[src/shared/sbcg_cfg.svh]
// Offsets, field positions, reset values and timing counts of the serial clock front end
`ifndef SBCG_CFG_SVH
`define SBCG_CFG_SVH
// Register offsets inside one channel window
`define SBCG_OFF_BAUD_CTRL 5'h00
`define SBCG_OFF_BAUD_FRAC 5'h04
`define SBCG_OFF_SER_MODE 5'h08
`define SBCG_OFF_SER_CTRL 5'h0C
`define SBCG_OFF_STATUS 5'h10
// Channel window select bit inside the APB address
`define SBCG_CH_BIT 5
// baud_control_reg fields
`define SBCG_N_LSB 0
`define SBCG_SRC_LSB 4
`define SBCG_FRAC_EN_BIT 6
// baud_fraction_reg field
`define SBCG_K_LSB 0
// serial_mode_reg fields
`define SBCG_SCS_LSB 0
`define SBCG_MODE_LSB 2
`define SBCG_PAR_BIT 4
`define SBCG_WAKE_BIT 5
// serial_control_reg fields
`define SBCG_DIR_BIT 0
`define SBCG_EDGE_BIT 1
// Reset value of every configuration field
`define SBCG_CFG_RST 22'h000000
// Receive counter figures
`define SBCG_SAMPLE_A 4'h7
`define SBCG_SAMPLE_B 4'h8
`define SBCG_SAMPLE_C 4'h9
// Character lengths of the UART modes
`define SBCG_BITS_M1 4'h7
`define SBCG_BITS_M2 4'h8
`define SBCG_BITS_M3 4'h9
`endif

[src/shared/sbcg_pkg.sv]
// Types of the serial clock front end
package sbcg_pkg;
	typedef enum logic [1:0] {RX_IDLE, RX_START, RX_DATA} sbcg_rx_e;
	typedef struct packed {
		logic [3:0] int_divisor_n;
		logic [1:0] baud_src_select;
		logic frac_div_enable;
		logic [3:0] frac_divisor_k;
		logic [1:0] mode;
		logic [1:0] sample_clock_src;
		logic parity_en;
		logic wake_en;
		logic shift_clock_dir;
		logic shift_edge_select;
		logic [3:0] spare;
	} sbcg_cfg_s;
	typedef struct packed {
		logic [2:0] rx_sync;
		logic rx_lvl;
		logic [2:0] sck_sync;
		logic sck_lvl;
		logic sck_prev;
		logic half;
		logic [3:0] rx_cnt;
		logic [1:0] votes;
		sbcg_rx_e rx_st;
		logic [3:0] bit_idx;
		logic rx_bit;
		logic bit_valid;
	} sbcg_chan_s;
	typedef struct packed {
		logic [1:0] div4;
		logic [5:0] presc;
		sbcg_cfg_s [1:0] cfg;
		sbcg_chan_s [1:0] ch;
		logic [31:0] prdata;
	} sbcg_state_s;
	typedef struct packed {
		logic [4:0] cnt;
		logic [3:0] acc;
		logic long_per;
		logic pulse;
	} sbcg_baud_s;
endpackage : sbcg_pkg

[src/verilog/sbcg_baud.sv]
// Baud rate divider with integer and fractional division
`timescale 1ns/1ns
`include "sbcg_cfg.svh"
module sbcg_baud import sbcg_pkg::*; (
	input wire logic pclk,
	input wire logic presetn,
	input wire logic tap_en,
	input wire logic restart,
	input wire logic [3:0] n,
	input wire logic [3:0] k,
	input wire logic frac_en,
	output logic pulse
);
	sbcg_baud_s s_q;
	sbcg_baud_s s_d;
	logic [4:0] div;
	logic [4:0] limit;
	logic [4:0] sum;

	// Code zero of the divisor stands for 16
	assign div = (n == 4'h0) ? 5'h10 : {1'b0, n};
	assign limit = div + {4'h0, s_q.long_per};
	assign sum = {1'b0, s_q.acc} + (5'h10 - {1'b0, k});

	// Spread the (16-K)/16 extra taps over periods by an accumulator
	always_comb begin
		s_d = s_q;
		s_d.pulse = 1'b0;
		if (restart) begin
			s_d = '0;
		end else if (tap_en) begin
			if (s_q.cnt + 5'h01 >= limit) begin
				s_d.cnt = 5'h00;
				s_d.pulse = 1'b1;
				s_d.acc = frac_en ? sum[3:0] : 4'h0;
				s_d.long_per = frac_en & sum[4];
			end else begin
				s_d.cnt = s_q.cnt + 5'h01;
			end
		end
	end

	always_ff @(posedge pclk or negedge presetn) begin
		if (!presetn) begin
			s_q <= '0;
		end else begin
			s_q <= s_d;
		end
	end

	assign pulse = s_q.pulse;

	property p_int_period;
		@(posedge pclk) disable iff (!presetn)
		s_q.pulse && !frac_en |-> s_q.cnt == 5'h00 && !s_q.long_per;
	endproperty
	a_int_period: assert property (p_int_period) else $error("integer period used extra tap");

	property p_frac_long;
		@(posedge pclk) disable iff (!presetn)
		tap_en && !restart && s_q.cnt + 5'h01 >= limit && frac_en |=> s_q.long_per == $past(sum[4]);
	endproperty
	a_frac_long: assert property (p_frac_long) else $error("fraction carry not applied");
endmodule : sbcg_baud

[src/verilog/sbcg_top.sv]
// Serial clock generation and receive sampling front end, two channels, APB registers
//
// Added by the designer: the address map and the APB register port.
`timescale 1ns/1ns
`include "sbcg_cfg.svh"
module sbcg_top import sbcg_pkg::*; (
	input wire logic pclk,
	input wire logic presetn,
	input wire logic psel,
	input wire logic penable,
	input wire logic pwrite,
	input wire logic [7:0] paddr,
	input wire logic [31:0] pwdata,
	output logic [31:0] prdata,
	output logic pready,
	output logic pslverr,
	input wire logic [1:0] ser_rx_pin,
	input wire logic [1:0] shift_clock_in,
	output logic [1:0] shift_clock_out,
	output logic [1:0] shift_clock_oe,
	input wire logic timer0_match,
	output logic [1:0] basic_sample_clock,
	output logic [1:0] rx_bit_valid,
	output logic [1:0] rx_bit_value,
	output logic [1:0] parity_active,
	output logic [1:0] wake_active
);
	sbcg_state_s s_q;
	sbcg_state_s s_d;
	logic setup;
	logic wr;
	logic hit;
	logic [4:0] off;
	logic chs;
	logic presc_run;
	logic tick4;
	logic [3:0] taps;
	logic [1:0] baud_pulse;
	logic [1:0] restart;
	logic [1:0] sck_rise;
	logic [1:0] sck_fall;
	logic [1:0] basic;

	// Zero wait slave; read data is caught in the setup cycle
	assign pready = 1'b1;
	assign setup = psel && !penable;
	assign wr = psel && penable && pwrite;
	assign off = paddr[4:0];
	assign chs = paddr[`SBCG_CH_BIT];
	assign hit = (paddr[7:6] == 2'b00) && (off <= `SBCG_OFF_STATUS) && (off[1:0] == 2'b00);
	assign pslverr = psel && penable && (!hit || (pwrite && off == `SBCG_OFF_STATUS));

	// Divide by four feeds the shared prescaler
	assign tick4 = (s_q.div4 == 2'h3);
	// Taps fire on the last count of each prescaler stage
	assign taps[0] = tick4 && presc_run;
	assign taps[1] = taps[0] && (s_q.presc[1:0] == 2'h3);
	assign taps[2] = taps[0] && (s_q.presc[3:0] == 4'hF);
	assign taps[3] = taps[0] && (s_q.presc == 6'h3F);

	// Prescaler only runs while a channel uses its baud generator
	always_comb begin
		presc_run = 1'b0;
		for (int i = 0; i < 2; i++) begin
			if (s_q.cfg[i].mode != 2'h0 && s_q.cfg[i].sample_clock_src == 2'h0) begin
				presc_run = 1'b1;
			end
			if (s_q.cfg[i].mode == 2'h0 && !s_q.cfg[i].shift_clock_dir) begin
				presc_run = 1'b1;
			end
		end
	end

	// Per channel divider, clock selection and pin outputs
	genvar g;
	generate
		for (g = 0; g < 2; g++) begin : g_ch
			// Rewriting divider or source fields restarts the period
			assign restart[g] = wr && hit && chs == 1'(g) &&
				(off == `SBCG_OFF_BAUD_CTRL || off == `SBCG_OFF_BAUD_FRAC ||
				off == `SBCG_OFF_SER_MODE || off == `SBCG_OFF_SER_CTRL);
			sbcg_baud u_baud (
				.pclk(pclk),
				.presetn(presetn),
				.tap_en(taps[s_q.cfg[g].baud_src_select]),
				.restart(restart[g]),
				.n(s_q.cfg[g].int_divisor_n),
				.k(s_q.cfg[g].frac_divisor_k),
				.frac_en(s_q.cfg[g].frac_div_enable),
				.pulse(baud_pulse[g])
			);
			// Edges are taken from the filtered level, not the raw pin
			assign sck_rise[g] = s_q.ch[g].sck_lvl && !s_q.ch[g].sck_prev;
			assign sck_fall[g] = !s_q.ch[g].sck_lvl && s_q.ch[g].sck_prev;
			// Basic clock source per mode; timer 0 never reaches I/O mode
			always_comb begin
				basic[g] = 1'b0;
				if (s_q.cfg[g].mode == 2'h0) begin
					if (!s_q.cfg[g].shift_clock_dir) begin
						basic[g] = baud_pulse[g] && !s_q.ch[g].half;
					end else if (s_q.cfg[g].shift_edge_select) begin
						basic[g] = sck_fall[g];
					end else begin
						basic[g] = sck_rise[g];
					end
				end else begin
					case (s_q.cfg[g].sample_clock_src)
						2'h0: basic[g] = baud_pulse[g];
						2'h1: basic[g] = s_q.div4[0];
						2'h2: basic[g] = timer0_match;
						2'h3: basic[g] = sck_rise[g];
						default: basic[g] = 1'b0;
					endcase
				end
			end
			assign shift_clock_out[g] = s_q.ch[g].half;
			assign shift_clock_oe[g] = (s_q.cfg[g].mode == 2'h0) && !s_q.cfg[g].shift_clock_dir;
			assign parity_active[g] = s_q.cfg[g].parity_en &&
				(s_q.cfg[g].mode == 2'h1 || s_q.cfg[g].mode == 2'h2);
			assign wake_active[g] = s_q.cfg[g].wake_en && (s_q.cfg[g].mode == 2'h3);
			assign basic_sample_clock[g] = basic[g];
			assign rx_bit_valid[g] = s_q.ch[g].bit_valid;
			assign rx_bit_value[g] = s_q.ch[g].rx_bit;
		end
	endgenerate

	// Next state: registers, prescaler, synchronisers, receive counters
	always_comb begin
		logic [3:0] cnt_n;
		logic maj;
		logic [3:0] total;
		s_d = s_q;
		cnt_n = 4'h0;
		maj = 1'b0;
		total = 4'h0;
		s_d.div4 = s_q.div4 + 2'h1;
		// Prescaler is held cleared while unused
		if (!presc_run) begin
			s_d.presc = 6'h00;
		end else if (tick4) begin
			s_d.presc = s_q.presc + 6'h01;
		end
		// Register writes take effect in the access cycle
		if (wr && hit) begin
			case (off)
				`SBCG_OFF_BAUD_CTRL: begin
					s_d.cfg[chs].int_divisor_n = pwdata[`SBCG_N_LSB +: 4];
					s_d.cfg[chs].baud_src_select = pwdata[`SBCG_SRC_LSB +: 2];
					s_d.cfg[chs].frac_div_enable = pwdata[`SBCG_FRAC_EN_BIT];
				end
				`SBCG_OFF_BAUD_FRAC: s_d.cfg[chs].frac_divisor_k = pwdata[`SBCG_K_LSB +: 4];
				`SBCG_OFF_SER_MODE: begin
					s_d.cfg[chs].sample_clock_src = pwdata[`SBCG_SCS_LSB +: 2];
					s_d.cfg[chs].mode = pwdata[`SBCG_MODE_LSB +: 2];
					s_d.cfg[chs].parity_en = pwdata[`SBCG_PAR_BIT];
					s_d.cfg[chs].wake_en = pwdata[`SBCG_WAKE_BIT];
				end
				`SBCG_OFF_SER_CTRL: begin
					s_d.cfg[chs].shift_clock_dir = pwdata[`SBCG_DIR_BIT];
					s_d.cfg[chs].shift_edge_select = pwdata[`SBCG_EDGE_BIT];
				end
				default: s_d.cfg[chs].spare = s_q.cfg[chs].spare;
			endcase
		end
		// Read data is sampled in setup and held through access
		if (setup) begin
			s_d.prdata = 32'h00000000;
			// Unmapped addresses must not alias onto a channel window
			case (hit ? off : 5'h1F)
				`SBCG_OFF_BAUD_CTRL: begin
					s_d.prdata[`SBCG_N_LSB +: 4] = s_q.cfg[chs].int_divisor_n;
					s_d.prdata[`SBCG_SRC_LSB +: 2] = s_q.cfg[chs].baud_src_select;
					s_d.prdata[`SBCG_FRAC_EN_BIT] = s_q.cfg[chs].frac_div_enable;
				end
				`SBCG_OFF_BAUD_FRAC: s_d.prdata[`SBCG_K_LSB +: 4] = s_q.cfg[chs].frac_divisor_k;
				`SBCG_OFF_SER_MODE: begin
					s_d.prdata[`SBCG_SCS_LSB +: 2] = s_q.cfg[chs].sample_clock_src;
					s_d.prdata[`SBCG_MODE_LSB +: 2] = s_q.cfg[chs].mode;
					s_d.prdata[`SBCG_PAR_BIT] = s_q.cfg[chs].parity_en;
					s_d.prdata[`SBCG_WAKE_BIT] = s_q.cfg[chs].wake_en;
				end
				`SBCG_OFF_SER_CTRL: begin
					s_d.prdata[`SBCG_DIR_BIT] = s_q.cfg[chs].shift_clock_dir;
					s_d.prdata[`SBCG_EDGE_BIT] = s_q.cfg[chs].shift_edge_select;
				end
				`SBCG_OFF_STATUS: begin
					s_d.prdata[3:0] = s_q.ch[chs].rx_cnt;
					s_d.prdata[5:4] = s_q.ch[chs].rx_st;
					s_d.prdata[6] = s_q.ch[chs].rx_bit;
					s_d.prdata[7] = s_q.ch[chs].sck_lvl;
					s_d.prdata[11:8] = s_q.ch[chs].bit_idx;
				end
				default: s_d.prdata = 32'h00000000;
			endcase
		end
		// Each channel runs on its own settings
		for (int i = 0; i < 2; i++) begin
			// Three flops; a change counts once the last two agree
			s_d.ch[i].rx_sync = {s_q.ch[i].rx_sync[1:0], ser_rx_pin[i]};
			s_d.ch[i].sck_sync = {s_q.ch[i].sck_sync[1:0], shift_clock_in[i]};
			if (s_q.ch[i].rx_sync[1] == s_q.ch[i].rx_sync[2]) begin
				s_d.ch[i].rx_lvl = s_q.ch[i].rx_sync[2];
			end
			if (s_q.ch[i].sck_sync[1] == s_q.ch[i].sck_sync[2]) begin
				s_d.ch[i].sck_lvl = s_q.ch[i].sck_sync[2];
			end
			s_d.ch[i].sck_prev = s_q.ch[i].sck_lvl;
			s_d.ch[i].bit_valid = 1'b0;
			// Output shift clock toggles on every baud pulse while I/O mode drives it out
			if (s_q.cfg[i].mode == 2'h0 && !s_q.cfg[i].shift_clock_dir && baud_pulse[i]) begin
				s_d.ch[i].half = !s_q.ch[i].half;
			end
			// Character length: data bits, optional parity, one stop
			case (s_q.cfg[i].mode)
				2'h1: total = `SBCG_BITS_M1;
				2'h2: total = `SBCG_BITS_M2;
				default: total = `SBCG_BITS_M3;
			endcase
			total = total + {3'h0, parity_active[i]};
			cnt_n = s_q.ch[i].rx_cnt + 4'h1;
			maj = (s_q.ch[i].votes[0] & s_q.ch[i].votes[1]) |
				(s_q.ch[i].votes[0] & s_q.ch[i].rx_lvl) |
				(s_q.ch[i].votes[1] & s_q.ch[i].rx_lvl);
			if (restart[i]) begin
				s_d.ch[i].rx_cnt = 4'h0;
				s_d.ch[i].rx_st = RX_IDLE;
				s_d.ch[i].half = 1'b0;
			end else if (s_q.cfg[i].mode == 2'h0) begin
				// Clocked I/O: one sample per basic clock edge
				s_d.ch[i].rx_st = RX_IDLE;
				if (basic[i]) begin
					s_d.ch[i].rx_bit = s_q.ch[i].rx_lvl;
					s_d.ch[i].bit_valid = 1'b1;
				end
			end else begin
				case (s_q.ch[i].rx_st)
					RX_IDLE: begin
						s_d.ch[i].rx_cnt = 4'h0;
						if (!s_q.ch[i].rx_lvl) begin
							s_d.ch[i].rx_st = RX_START;
						end
					end
					RX_START, RX_DATA: begin
						if (basic[i]) begin
							s_d.ch[i].rx_cnt = cnt_n;
							if (cnt_n == `SBCG_SAMPLE_A) begin
								s_d.ch[i].votes[0] = s_q.ch[i].rx_lvl;
							end
							if (cnt_n == `SBCG_SAMPLE_B) begin
								s_d.ch[i].votes[1] = s_q.ch[i].rx_lvl;
							end
							if (cnt_n == `SBCG_SAMPLE_C) begin
								// Third sample decides together with the first two
								if (s_q.ch[i].rx_st == RX_START) begin
									s_d.ch[i].rx_st = maj ? RX_IDLE : RX_DATA;
									s_d.ch[i].bit_idx = 4'h0;
								end else begin
									s_d.ch[i].rx_bit = maj;
									s_d.ch[i].bit_valid = 1'b1;
									s_d.ch[i].bit_idx = s_q.ch[i].bit_idx + 4'h1;
									if (s_q.ch[i].bit_idx == total) begin
										s_d.ch[i].rx_st = RX_IDLE;
									end
								end
							end
						end
					end
					default: s_d.ch[i].rx_st = RX_IDLE;
				endcase
			end
		end
	end

	// Single state register
	always_ff @(posedge pclk or negedge presetn) begin
		if (!presetn) begin
			s_q <= '0;
		end else begin
			s_q <= s_d;
		end
	end

	assign prdata = s_q.prdata;

	property p_presc_hold;
		@(posedge pclk) disable iff (!presetn)
		!presc_run |=> s_q.presc == 6'h00;
	endproperty
	a_presc_hold: assert property (p_presc_hold) else $error("prescaler ran while unused");

	property p_tap_nest;
		@(posedge pclk) disable iff (!presetn)
		taps[3] |-> taps[2] && taps[1] && taps[0] && tick4;
	endproperty
	a_tap_nest: assert property (p_tap_nest) else $error("prescaler taps out of step");

	generate
		for (g = 0; g < 2; g++) begin : g_chk
			property p_cnt_step;
				@(posedge pclk) disable iff (!presetn)
				basic[g] && !restart[g] && s_q.cfg[g].mode != 2'h0 &&
				s_q.ch[g].rx_st != RX_IDLE |=> s_q.ch[g].rx_cnt == 4'($past(s_q.ch[g].rx_cnt) + 4'h1);
			endproperty
			a_cnt_step: assert property (p_cnt_step) else $error("receive counter missed a pulse");

			property p_sample_pt;
				@(posedge pclk) disable iff (!presetn)
				s_q.ch[g].bit_valid && s_q.cfg[g].mode != 2'h0 |-> s_q.ch[g].rx_cnt == `SBCG_SAMPLE_C;
			endproperty
			a_sample_pt: assert property (p_sample_pt) else $error("bit decided off count 9");

			property p_vote;
				@(posedge pclk) disable iff (!presetn)
				s_q.ch[g].rx_st == RX_DATA && basic[g] && !restart[g] &&
				s_q.cfg[g].mode != 2'h0 && s_q.ch[g].rx_cnt == `SBCG_SAMPLE_B
				|=> s_q.ch[g].rx_bit == ((s_q.ch[g].votes[0] & s_q.ch[g].votes[1]) |
				(s_q.ch[g].votes[0] & $past(s_q.ch[g].rx_lvl)) |
				(s_q.ch[g].votes[1] & $past(s_q.ch[g].rx_lvl)));
			endproperty
			a_vote: assert property (p_vote) else $error("bit is not the majority");

			property p_half;
				@(posedge pclk) disable iff (!presetn)
				baud_pulse[g] && !restart[g] && s_q.cfg[g].mode == 2'h0 &&
				!s_q.cfg[g].shift_clock_dir |=> shift_clock_out[g] != $past(shift_clock_out[g]);
			endproperty
			a_half: assert property (p_half) else $error("shift clock did not halve");

			property p_io_edge;
				@(posedge pclk) disable iff (!presetn)
				s_q.cfg[g].mode == 2'h0 && s_q.cfg[g].shift_clock_dir && basic[g]
				|-> s_q.ch[g].sck_lvl == !s_q.cfg[g].shift_edge_select;
			endproperty
			a_io_edge: assert property (p_io_edge) else $error("wrong shift clock edge");

			property p_restart;
				@(posedge pclk) disable iff (!presetn)
				restart[g] |=> s_q.ch[g].rx_cnt == 4'h0 && s_q.ch[g].rx_st == RX_IDLE;
			endproperty
			a_restart: assert property (p_restart) else $error("rewrite did not restart");

			property p_no_par9;
				@(posedge pclk) disable iff (!presetn)
				s_q.cfg[g].mode == 2'h3 |-> !parity_active[g] && !shift_clock_oe[g];
			endproperty
			a_no_par9: assert property (p_no_par9) else $error("parity in 9-bit mode");
		end
	endgenerate
endmodule : sbcg_top
[config.mk]
export PLATFORM = sky130hd
export DESIGN_NAME = sbcg_top
export DESIGN_NICKNAME = d
export VERILOG_FILES = /design/src/shared/sbcg_pkg.sv /design/src/verilog/sbcg_baud.sv /design/src/verilog/sbcg_top.sv
export VERILOG_INCLUDE_DIRS = /design/src /design/src/shared
export SDC_FILE = /design/constraint.sdc
export NUM_CORES = 1
export LEC_CHECK = 0
export BUFFER_PORTS_ARGS = -buffer_cell sky130_fd_sc_hd__buf_2
export CORE_MARGIN = 2
export CORE_UTILIZATION = 30
export CTS_BUF_LIST = sky130_fd_sc_hd__clkbuf_4
export DETAILED_ROUTE_END_ITERATION = 12
export HOLD_SLACK_MARGIN = 0.08
export PLACE_DENSITY = 0.56
export SKIP_CTS_REPAIR_TIMING = 1
export SYNTH_ARGS = -nofsm -noshare
export SYNTH_HDL_FRONTEND = slang
export SYNTH_HIERARCHICAL = 1
export SYNTH_SLANG_ARGS = --single-unit
[constraint.sdc]
create_clock -name pclk -period 7.54 [get_ports pclk]
set_input_delay 2.262 -clock pclk [delete_from_list [all_inputs] [get_ports pclk]]
set_output_delay 2.262 -clock pclk [all_outputs]
set_load 0.01 [all_outputs]
== Word level (Yosys, flattened, before mapping) ==
Cells that the tools add are included.

* Input port bits: 50
* Word-level logic and storage cells: 369
* Output and inout port bits: 48
* Bits in registers: 136

* Bitwise logic cells: 17
* Mux-type cells: 120
* Reduce and logical (&&, ||, !) cells: 91
* Add/sub/neg operators: 16
* Equal/unequal tests: 59
* $lt $le $gt $ge: 7

{| class="wikitable"
|+ Operator list
! operator !! number
|-
| 46-bit bitwise mux || 11
|-
| 23-bit demux with 1-bit select || 11
|-
| 46-bit one-hot mux with 4 select lines || 1
|-
| 23-bit 2-to-1 mux || 3
|-
| 6-bit 2-to-1 mux || 9
|-
| 17-bit 2-to-1 mux || 3
|-
| 11-bit 2-to-1 mux || 4
|-
| 2-bit 2-to-1 mux || 20
|-
| 5-bit 2-to-1 mux || 7
|-
| 1-bit logical AND || 33
|-
| 4-bit one-hot mux with 2 select lines || 4
|-
| 5-bit AND reduction || 6
|-
| 14-bit 2-to-1 mux || 2
|-
| 2-bit == test (second input constant) || 12
|-
| 8-bit 2-to-1 mux || 3
|-
| 4-bit by 3-bit inequality test with 1-bit output (second input constant) || 6
|-
| 2-bit nonzero test || 12
|-
| 1-bit 2-to-1 mux || 22
|-
| 4-bit == test (second input constant) || 5
|-
| 5-bit by 4-bit == test with 1-bit output (second input constant) || 4
|-
| 4-bit 2-to-1 mux || 5
|-
| 19-bit 2-to-1 mux || 1
|-
| 4-bit by 1-bit adder with 4-bit output (second input constant) || 4
|-
| 2-bit zero test || 8
|-
| other kinds (47) || 114
|}

== Longest topological paths before layout ==
Gate-level depths: netlist of run 1.

* Depth after elaboration: 12
* Gate-level depth with buffers: 14
* Mapped depth without buffers: 12

== By module ==
The synthesis of run 1 kept the hierarchy.

{| class="wikitable"
|+ By module, submodules not included
! module !! cells each !! sequential area each (sq um) !! instances !! area an instance (sq um)
|-
| sbcg_top || 559 || 2652.5 || 1 || 6053.3
|-
| sbcg_baud || 96 || 275.3 || 2 || 872.1
|}

== Least setup slack after synthesis of run 1 ==
OpenSTA, ideal clock, no wires.

* Path kind: input -> output
* From: input port paddr[3]
* To: output port pslverr
* Required time: 5.278 ns
* Cell stages on the path: 5
* Arrival: 3.160 ns
* Slack: 2.118 ns
* Buffers on the path: 2
* Cells stage by stage: clkbuf_1 -> clkbuf_1 -> or3_1 -> a21oi_1 -> nor2_1

* Longest elaborated chain between the ends: 6
* Elaborated cells on any way between the ends: 8
* Those cells by class: 1 x order compare; 1 x eq/ne; 6 x reduce/logical

{| class="wikitable"
|+ Ends and longest elaborated chain
! what !! line !! RTL
|-
| start: declaration || sbcg_top.sv:12 || <nowiki>input wire logic [7:0] paddr,</nowiki>
|-
| 5-bit <= comparator (no source line) || -- ||
|-
| 1-bit logical AND (2 in series) || sbcg_top.sv:50 || <nowiki>assign hit = (paddr[7:6] == 2'b00) && (off <= `SBCG_OFF_STATUS) && (off[1:0] == 2'b00);</nowiki>
|-
| 1-bit zero test || sbcg_top.sv:51 || <nowiki>assign pslverr = psel && penable && (!hit || (pwrite && off == `SBCG_OFF_STATUS));</nowiki>
|-
| 1-bit logical OR (*) || sbcg_top.sv:51 ||
|-
| 1-bit logical AND (*) || sbcg_top.sv:51 ||
|-
| end: declaration || sbcg_top.sv:16 || <nowiki>output logic pslverr,</nowiki>
|}

Every way passes the cells marked *; elsewhere a longest branch is shown, timed or not.

== Worst setup path in the final report of run 1 ==
* From: input port paddr[7]
* To: output port pslverr

* Longest elaborated chain between the ends: 6

{| class="wikitable"
|+ Ends and longest elaborated chain
! what !! line
|-
| 2-bit zero test || sbcg_top.sv:50
|-
| 1-bit logical AND (2 in series) || sbcg_top.sv:50
|-
| 1-bit zero test || sbcg_top.sv:51
|-
| 1-bit logical OR || sbcg_top.sv:51
|-
| 1-bit logical AND || sbcg_top.sv:51
|}

No other way between the ends.

==> results of run 1 <==
[cells by family (layout without fill, tap and decap cells)]
family                     count (synthesis)  after routing  share of synthesized area
adders and majority gates                 60             60                     0.0966
buffers and inverters                     98            120                     0.0685
muxes                                     79             79                      0.121
other                                      2             21                   0.000963
AOI/OAI and AO/OA                        119            119                      0.105
xor gates and xnor gates                  26             26                     0.0292
and+or+nand+nor                          239            239                      0.168
DFF                                      128            128                      0.411
[layer usage]
layer  vias to the layer above  GRT usage  wire [microns]
met3                        13     0.0367             845
met5                         -          0              13
met4                         2     0.0324             129
met2                       111      0.223            8400
li1                       2675          -               -
met1                      2715      0.184            8590
[stage by stage]
stage | setup WS, ps | std cells | hold slack (ps) | util | cell area (sq um)
2_1_floorplan | 2120 | 770 | 331 | - | 7870
3_3_place_gp | 1690 | 1096 | 333 | 0.317 | 8180
3_5_place_dp | 1700 | 1096 | 335 | 0.317 | 8180
4_1_cts | 1700 | 1127 | 361 | 0.329 | 8470
5_1_grt | 1600 | 1127 | 371 | 0.329 | 8470
6_report | 1680 | 1127 | 357 | 0.329 | 8470
[final timing paths]
path / slack (ps) / startpoint / depth (start not counted) / endpoint
min reg2reg: 360 / s_d[50]$_DFF_PN0_ / 0 / s_d[51]$_DFF_PN0_
min in group asynchronous: 1700 / presetn / 1 / g_ch[0].u_baud/s_q[9]$_DFFE_PN0P_
min: 360 / s_d[50]$_DFF_PN0_ / 0 / s_d[51]$_DFF_PN0_
max reg2reg: 3590 / register / 12 / g_ch[0].u_baud/s_q[1]$_DFFE_PN0P_
max: 1680 / paddr[7] / 5 / pslverr
max in group asynchronous: 4590 / presetn / 2 / s_q[71]$_DFF_PN0_
[worst max-delay path, cell delays in order]
cell and delay (ps):
buf_2 90, or4_1 780, a21oi_1 220, nor2_1 90, buf_2 140
[cell usage after synthesis (all sizes together), types with 11 or more instances]
library cell / instances / area, sq um
dfrtp: 128 / 3200
nand2: 67 / 256
ha: 53 / 663
mux2: 52 / 586
buf: 49 / 350
nor2: 36 / 135
inv: 33 / 124
o21ai: 30 / 158
nand3: 26 / 130
a21oi: 25 / 129
nand2b: 21 / 134
mux2i: 20 / 200
clkbuf: 16 / 60.1
xor2: 16 / 140
nor2b: 15 / 93.8
nor3: 12 / 65.1
a21o: 11 / 82.6
[final cells by class]
| class | count | area share |
|---|---|---|
| Inverter | 33 | 0.0146 |
| Timing Repair Buffer | 56 | 0.0353 |
| Tap cell | 335 | 0.0495 |
| Clock inverter | 14 | 0.0196 |
| Sequential cell | 128 | 0.378 |
| Multi-Input combinational cell | 544 | 0.488 |
| Clock buffer | 17 | 0.0151 |
[power by group]
part	internal [uW]	switching, uW
Clock	228	277
Combinational	130	164
Sequential	738	57.9
==> results_dict.tcl, run 1 <==
set metrics [dict create \
    dp_hpwl_microns 13400 \
    start_util 0.303 \
    crit_path_max_fanout 8 \
    drtAntennaViolNets 0 \
    synth_flop_cell "dfrtp_1" \
    hold_viol 0 \
    clockBufferDepth 2 \
    regArea_sq_mm 0.00320 \
    grt_remaining_overflow 0 \
    ys_types 73 \
    skew_ps 20.1 \
    avgViaCountPerCell 4.89 \
    relSlewSlack 0.356 \
    cap_violations 0 \
    drv_slew 0 \
    min_period_ps 5860 \
    final_common_cell "dfrtp_1" \
    core_region_area_sq_mm 0.0258 \
    worstMarginPinSlew_ps 958 \
    drc_errors 0 \
    portBuffers 51 \
    nets 885 \
    io_pins 98 \
    syn-instance-count 751 \
    leakagePower_uw 0.00388 \
    first_global_vias 5329 \
    multi_input_area_sq_mm 0.00413 \
    cp.required_ps 5280 \
    cts_made_buffers 17 \
    synth_edf_count 0 \
    async_flop_share 1.00 \
    die_h_microns 165 \
    area_delta_synth_final_pct 8.63 \
    die_w_microns 165 \
    grt_max_degree 66 \
    cts_root_buf "clkbuf_4" \
    wire_per_inst_microns 16.0 \
    path_clk_slew_ps 110 \
    rows 59 \
    route.vias.total 5516 \
    setup_tns_ps 0 \
    yosys_warnings 6 \
    power_uw 1590 \
    insertedDiodeCount 0 \
    hold_class "register to register" \
    htreeDepth 4 \
    first_pass_iters 6 \
    antenna_found_initial 1 \
    avgSynthCellArea_sq_um 10.4 \
    status "finished, final reports clean" \
    clock_sinks 128 \
    setup_viol 0 \
    critical_path_class "primary input to primary output" \
    cts_tree "yes" \
    rsz0062_at_grt "false" \
    irDropWorstVdd_v 0.0000835 \
    first_iter_violations 358 \
    cp.arrival_ps 3600 \
    totalWireLength_microns 18000 \
    grt_usage 0.138 \
    drive_gt1_frac 0.215 \
    ys_seq_area_frac 0.411 \
    fillers 2675 \
    synth_seq_cells 128 \
    routabilityCongestion 0.784 \
    clock.fmax_mhz 171 \
    end_kind "primary output" \
    layout_common_cells "dfrtp_1 (128), nand2_1 (65), ha_1 (53)" \
    clk_latency_ps 550 \
    grt_pass1_wl_microns 28700 \
    die_area_sq_mm 0.0273 \
    period_share 0.778 \
    cp-start-kind "primary input" \
    synth.cell_area_sq_mm 0.00780 \
    power.density_cell_area_mw_per_mm2 188 \
]
Note: power is estimated with default switching activity, not from simulation.
==> inputs of run 2 (changes only) <==
- clock period: 7.54 -> 5.74 ns (I/O delays scaled with it)
==> results_dict.tcl, run 2 (same netlist as run 1, synthesis figures left out) <==
set metrics [dict create \
    status "finished, final reports clean" \
    area_delta_synth_final_pct 8.79 \
    crit_path_max_fanout 8 \
    core_region_area_sq_mm 0.0258 \
    routabilityCongestion 0.786 \
    clockBufferDepth 2 \
    totalWireLength_microns 18100 \
    drc_errors 0 \
    drv_slew 0 \
    io_pins 98 \
    skew_ps 22.6 \
    ff2ff_setup_slack_ps 1740 \
    grt_remaining_overflow 0 \
    cts_made_buffers 17 \
    antenna_found_initial 1 \
    grt_usage 0.139 \
    leakagePower_uw 0.00387 \
    min_period_ps 4780 \
    cap_violations 0 \
    setup_viol 0 \
    cts_tree "yes" \
    hold_viol 0 \
    die_w_microns 165 \
    final_common_cell "dfrtp_1" \
    power.density_cell_area_mw_per_mm2 245 \
    path_clk_slew_ps 130 \
    dp_hpwl_microns 13600 \
    cp-start-kind "primary input" \
    path_cells "buf_2, or4_1, a21oi_1, nor2_1, buf_2" \
    drive_gt1_frac 0.218 \
    min_delay_path_depth 0 \
    irDropWorstVdd_v 0.000131 \
    worstMarginPinSlew_ps 957 \
    first_pass_iters 5 \
    period_share 0.832 \
    dp_worst_setup_slack_ps 976 \
    start_util 0.303 \
    grt_max_degree 97 \
    critical_path_class "primary input to primary output" \
    route.vias.total 5534 \
    clock.fmax_mhz 209 \
    setup_slack_ps 964 \
    first_global_vias 5328 \
    fillers 2666 \
    cp_top_family "simple AND/OR/NAND/NOR gates" \
    nets 887 \
    relSlewSlack 0.356 \
    first_iter_violations 324 \
    cp.required_ps 4020 \
    grt_pass1_wl_microns 28900 \
    drtAntennaViolNets 0 \
    avgViaCountPerCell 4.89 \
    setup_tns_ps 0 \
    clock_sinks 128 \
    critPathSlowestCell "or4_1" \
    min_to "s_d[55]$_DFF_PN0_" \
    portBuffers 51 \
    cp.arrival_ps 3050 \
    clk_latency_ps 560 \
    layout_common_cells "dfrtp_1 (128), nand2_1 (65), ha_1 (53)" \
    htreeDepth 4 \
    r2r_cells 12 \
    path_buf_inv 2 \
    cp.depth 5 \
    timing.rr.end "g_ch[0].u_baud/s_q[4]$_DFFE_PN0P_" \
    slowest_delay_ps 780 \
    die_area_sq_mm 0.0273 \
    wire_per_inst_microns 16.0 \
    end_kind "primary output" \
    rows 59 \
    rsz0062_at_grt "false" \
    hold_class "register to register" \
    crit_top_cell "buf_2" \
    die_h_microns 165 \
    hp-start "s_d[54]$_DFF_PN0_" \
    final_util 0.329 \
    cts_root_buf "clkbuf_4" \
]
-- run 2: cell types whose count changed in the layout (fill, tap and decap cells not counted), sizes merged --
cell and change:
clkinvlp +3, buf +2, inv +1, bufinv -1, clkinv -2, diode +1
-- run 2: stage by stage --
step,power [uW],cells,cell area (sq um),hold WS [ps]
2_1_floorplan,1360,770,7870,331
3_5_place_dp,1450,1098,8190,335
3_3_place_gp,1440,1098,8190,333
5_1_grt,2210,1130,8480,360
4_1_cts,2100,1130,8480,357
6_report,2070,1131,8480,358
-- run 2: report_power, final --
part           leakage, uW  internal, uW  switching [uW]
registers          0.00170           970            77.7
logic              0.00204           170             216
clock network     0.000135           261             380
-- run 2: worst max-delay path by stage --
stage	from	endpoint	slack, ps
CTS	paddr[7]	pslverr	970
floorplan	paddr[3]	pslverr	1400
detailed placement	paddr[7]	pslverr	980
global placement	paddr[7]	pslverr	960
finish	paddr[7]	pslverr	960
global route	paddr[7]	pslverr	940
-- run 2: metal layers --
layer / vias up / global-route usage / share of wire
met2: 125 / 0.228 / 0.47
met1: 2712 / 0.184 / 0.46
met5: - / 0 / 0.00072
li1: 2682 / - / -
met3: 13 / 0.0350 / 0.057
met4: 2 / 0.0336 / 0.0072
-- run 2: cell type report --
cell class	count	area, sq um	area share
Multi-Input combinational cell	544	4130	0.487
Antenna cell	1	2.50	0.000295
Inverter	33	124	0.0146
Clock inverter	15	161	0.0190
Tap cell	335	419	0.0494
Clock buffer	17	128	0.0150
Timing Repair Buffer	58	314	0.0370
Sequential cell	128	3200	0.378
-- run 2: worst register-to-register path, delay by kind of cell, from the launching register on --
family          cells  cell delay, ps
simple gates        5             980
fa+ha+maj           1             390
buf+inv             3             500
compound gates      3            1600
flops               1             450
==> inputs of run 3 (changes only) <==
- ABC_AREA: not set -> 1
- clock period: 5.74 -> 4.5 ns (I/O delays scaled with it)
==> results_dict.tcl, run 3 <==
set metrics [dict create \
    clockBufferDepth 2 \
    die_h_microns 168 \
    synth_flop_cell "dfrtp_1" \
    async_flop_share 1.00 \
    critical_path_class "primary input to primary output" \
    leakagePower_uw 0.00464 \
    wl_met3_microns 864 \
    ff2ff_setup_slack_ps 1520 \
    die_area_sq_mm 0.0284 \
    setup_tns_ps 0 \
    wl_met1_microns 10100 \
    clock_sinks 128 \
    core_region_area_sq_mm 0.0267 \
    clk_latency_ps 560 \
    syn-instance-count 1057 \
    yosysTopAreaCellShare 0.395 \
    cts_made_buffers 17 \
    drive_gt1_frac 0.115 \
    period_share 0.866 \
    min_period_ps 3900 \
    dp_hpwl_microns 15700 \
    start_util 0.304 \
    cp.arrival_ps 2550 \
    avgSynthCellArea_sq_um 7.68 \
    avgViaCountPerCell 4.69 \
    skew_ps 19.5 \
    grt_max_degree 77 \
    drtAntennaViolNets 0 \
    min_to "s_d[79]$_DFF_PN0_" \
    cts_root_buf "clkbuf_4" \
    yosys_warnings 6 \
    portBuffers 51 \
    hp-start "s_d[78]$_DFF_PN0_" \
    totalWireLength_microns 20600 \
    ys_seq_area_frac 0.395 \
    wire_per_inst_microns 14.2 \
    synth_edf_count 0 \
    yosys-top-cells-count "nand2_1 (271), inv_1 (137), dfrtp_1 (128)" \
    cap_violations 0 \
    relSlewSlack 0.519 \
    first_global_vias 6451 \
    wl_met2_microns 9100 \
    timing.rr.end "g_ch[0].u_baud/s_q[3]$_DFFE_PN0P_" \
    first_pass_iters 7 \
    hold_slack_ps 363 \
    clock.fmax_mhz 257 \
    path_clk_slew_ps 110 \
    route.vias.total 6793 \
    cp.required_ps 3150 \
    synth_seq_cells 128 \
    routabilityCongestion 0.847 \
    drc_errors 0 \
    hold_viol 0 \
    ys_types 44 \
    synth.area.top_cells "dfrtp_1 (39%), nand2_1 (13%), ha_1 (8.2%)" \
    insertedDiodeCount 0 \
    worstMarginPinSlew_ps 722 \
    grt_pass1_wl_microns 33800 \
    die_w_microns 168 \
    rsz0062_at_grt "false" \
    synth.cell_area_sq_mm 0.00811 \
    status "finished, final reports clean" \
    r2r_cells 13 \
    yosysMostFrequentCell "nand2_1" \
    htreeDepth 4 \
    power.density_cell_area_mw_per_mm2 329 \
    io_pins 98 \
    antenna_found_initial 0 \
    setup_viol 0 \
    end_kind "primary output" \
    synth_area_leader_cell "dfrtp_1" \
    area_delta_synth_final_pct 9.39 \
    cp-start-kind "primary input" \
    min_delay_path_depth 0 \
    hold_class "register to register" \
    grt_remaining_overflow 0 \
    crit_path_max_fanout 4 \
    grt_usage 0.151 \
    layout_common_cells "nand2_1 (271), inv_1 (137), dfrtp_1 (128)" \
    final_common_cell "nand2_1" \
    rows 60 \
    first_iter_violations 487 \
    drv_slew 0 \
    dr.max_layer_used "met4" \
    nets 1198 \
    cts_tree "yes" \
    irDropWorstVdd_v 0.000168 \
]
==> run 3: cell types whose count changed after synthesis, moves of 37 or more <==
cell	delta
mux2_2	-51
inv_1	+104
nand3_1	+40
nand2_1	+206
nor2_1	+37
o21ai_0	+46
==> run 3: worst max-delay path: stages <==
cell	delay, ps
buf_2	100
nor2_1	250
nand2_1	150
a21oi_1	330
a211oi_1	180
buf_2	180
==> run 3: kinds of logic (layout without fill, tap and decap cells) <==
| family | count (synthesis) | count (layout) | share of synthesized area |
|---|---|---|---|
| simple gates | 472 | 472 | 0.254 |
| buf+inv | 204 | 234 | 0.113 |
| compound gates | 170 | 170 | 0.121 |
| flops | 128 | 128 | 0.395 |
| fa+ha+maj | 59 | 59 | 0.0916 |
| xor+xnor | 21 | 21 | 0.0236 |
| other cells | 2 | 21 | 0.000926 |
| mux | 1 | 1 | 0.00123 |
==> run 3: where the power goes <==
group,total (uW),leakage (uW),internal [uW],switching (uW)
clock network,898,0.000163,437,461
registers,1330,0.00159,1230,97.5
logic,695,0.00289,231,464
total,2920,0.00464,1900,1020
==> run 3: worst max path at each step <==
stage	startpoint	end	slack [ps]	depth (start not counted)
3_3_place_gp	paddr[0]	pslverr	650	6
4_1_cts	paddr[0]	pslverr	640	6
2_1_floorplan	paddr[2]	pslverr	1140	4
5_1_grt	paddr[0]	pslverr	520	6
6_report	paddr[0]	pslverr	600	6
3_5_place_dp	paddr[0]	pslverr	650	6
==> run 3: final cells by class <==
| type | instances | area [sq um] |
|---|---|---|
| multi-input combinational | 744 | 4060 |
| clock inverter | 15 | 191 |
| inverter | 145 | 544 |
| timing repair buffer | 57 | 319 |
| tap | 341 | 427 |
| clock buffer | 17 | 128 |
| sequential | 128 | 3200 |
| fill | 2861 | 17900 |
==> run 3: metal layers <==
metal,vias to the layer above,GRT usage
li1,3443,-
met1,3171,0.215
met2,148,0.225
met3,31,0.0339
met4,0,0.0543
met5,-,0
==> run 3: through the flow <==
stage          setup WS, ps  utilization  cells  total power, uW  instance area (sq um)
6_report                604        0.332   1447             2920                   8870
5_1_grt                 519        0.332   1447             3130                   8870
4_1_cts                 640        0.332   1447             2960                   8870
3_5_place_dp            654        0.320   1415             2040                   8560
3_3_place_gp            652        0.320   1415             2030                   8560
2_1_floorplan          1140            -   1076             1840                   8180
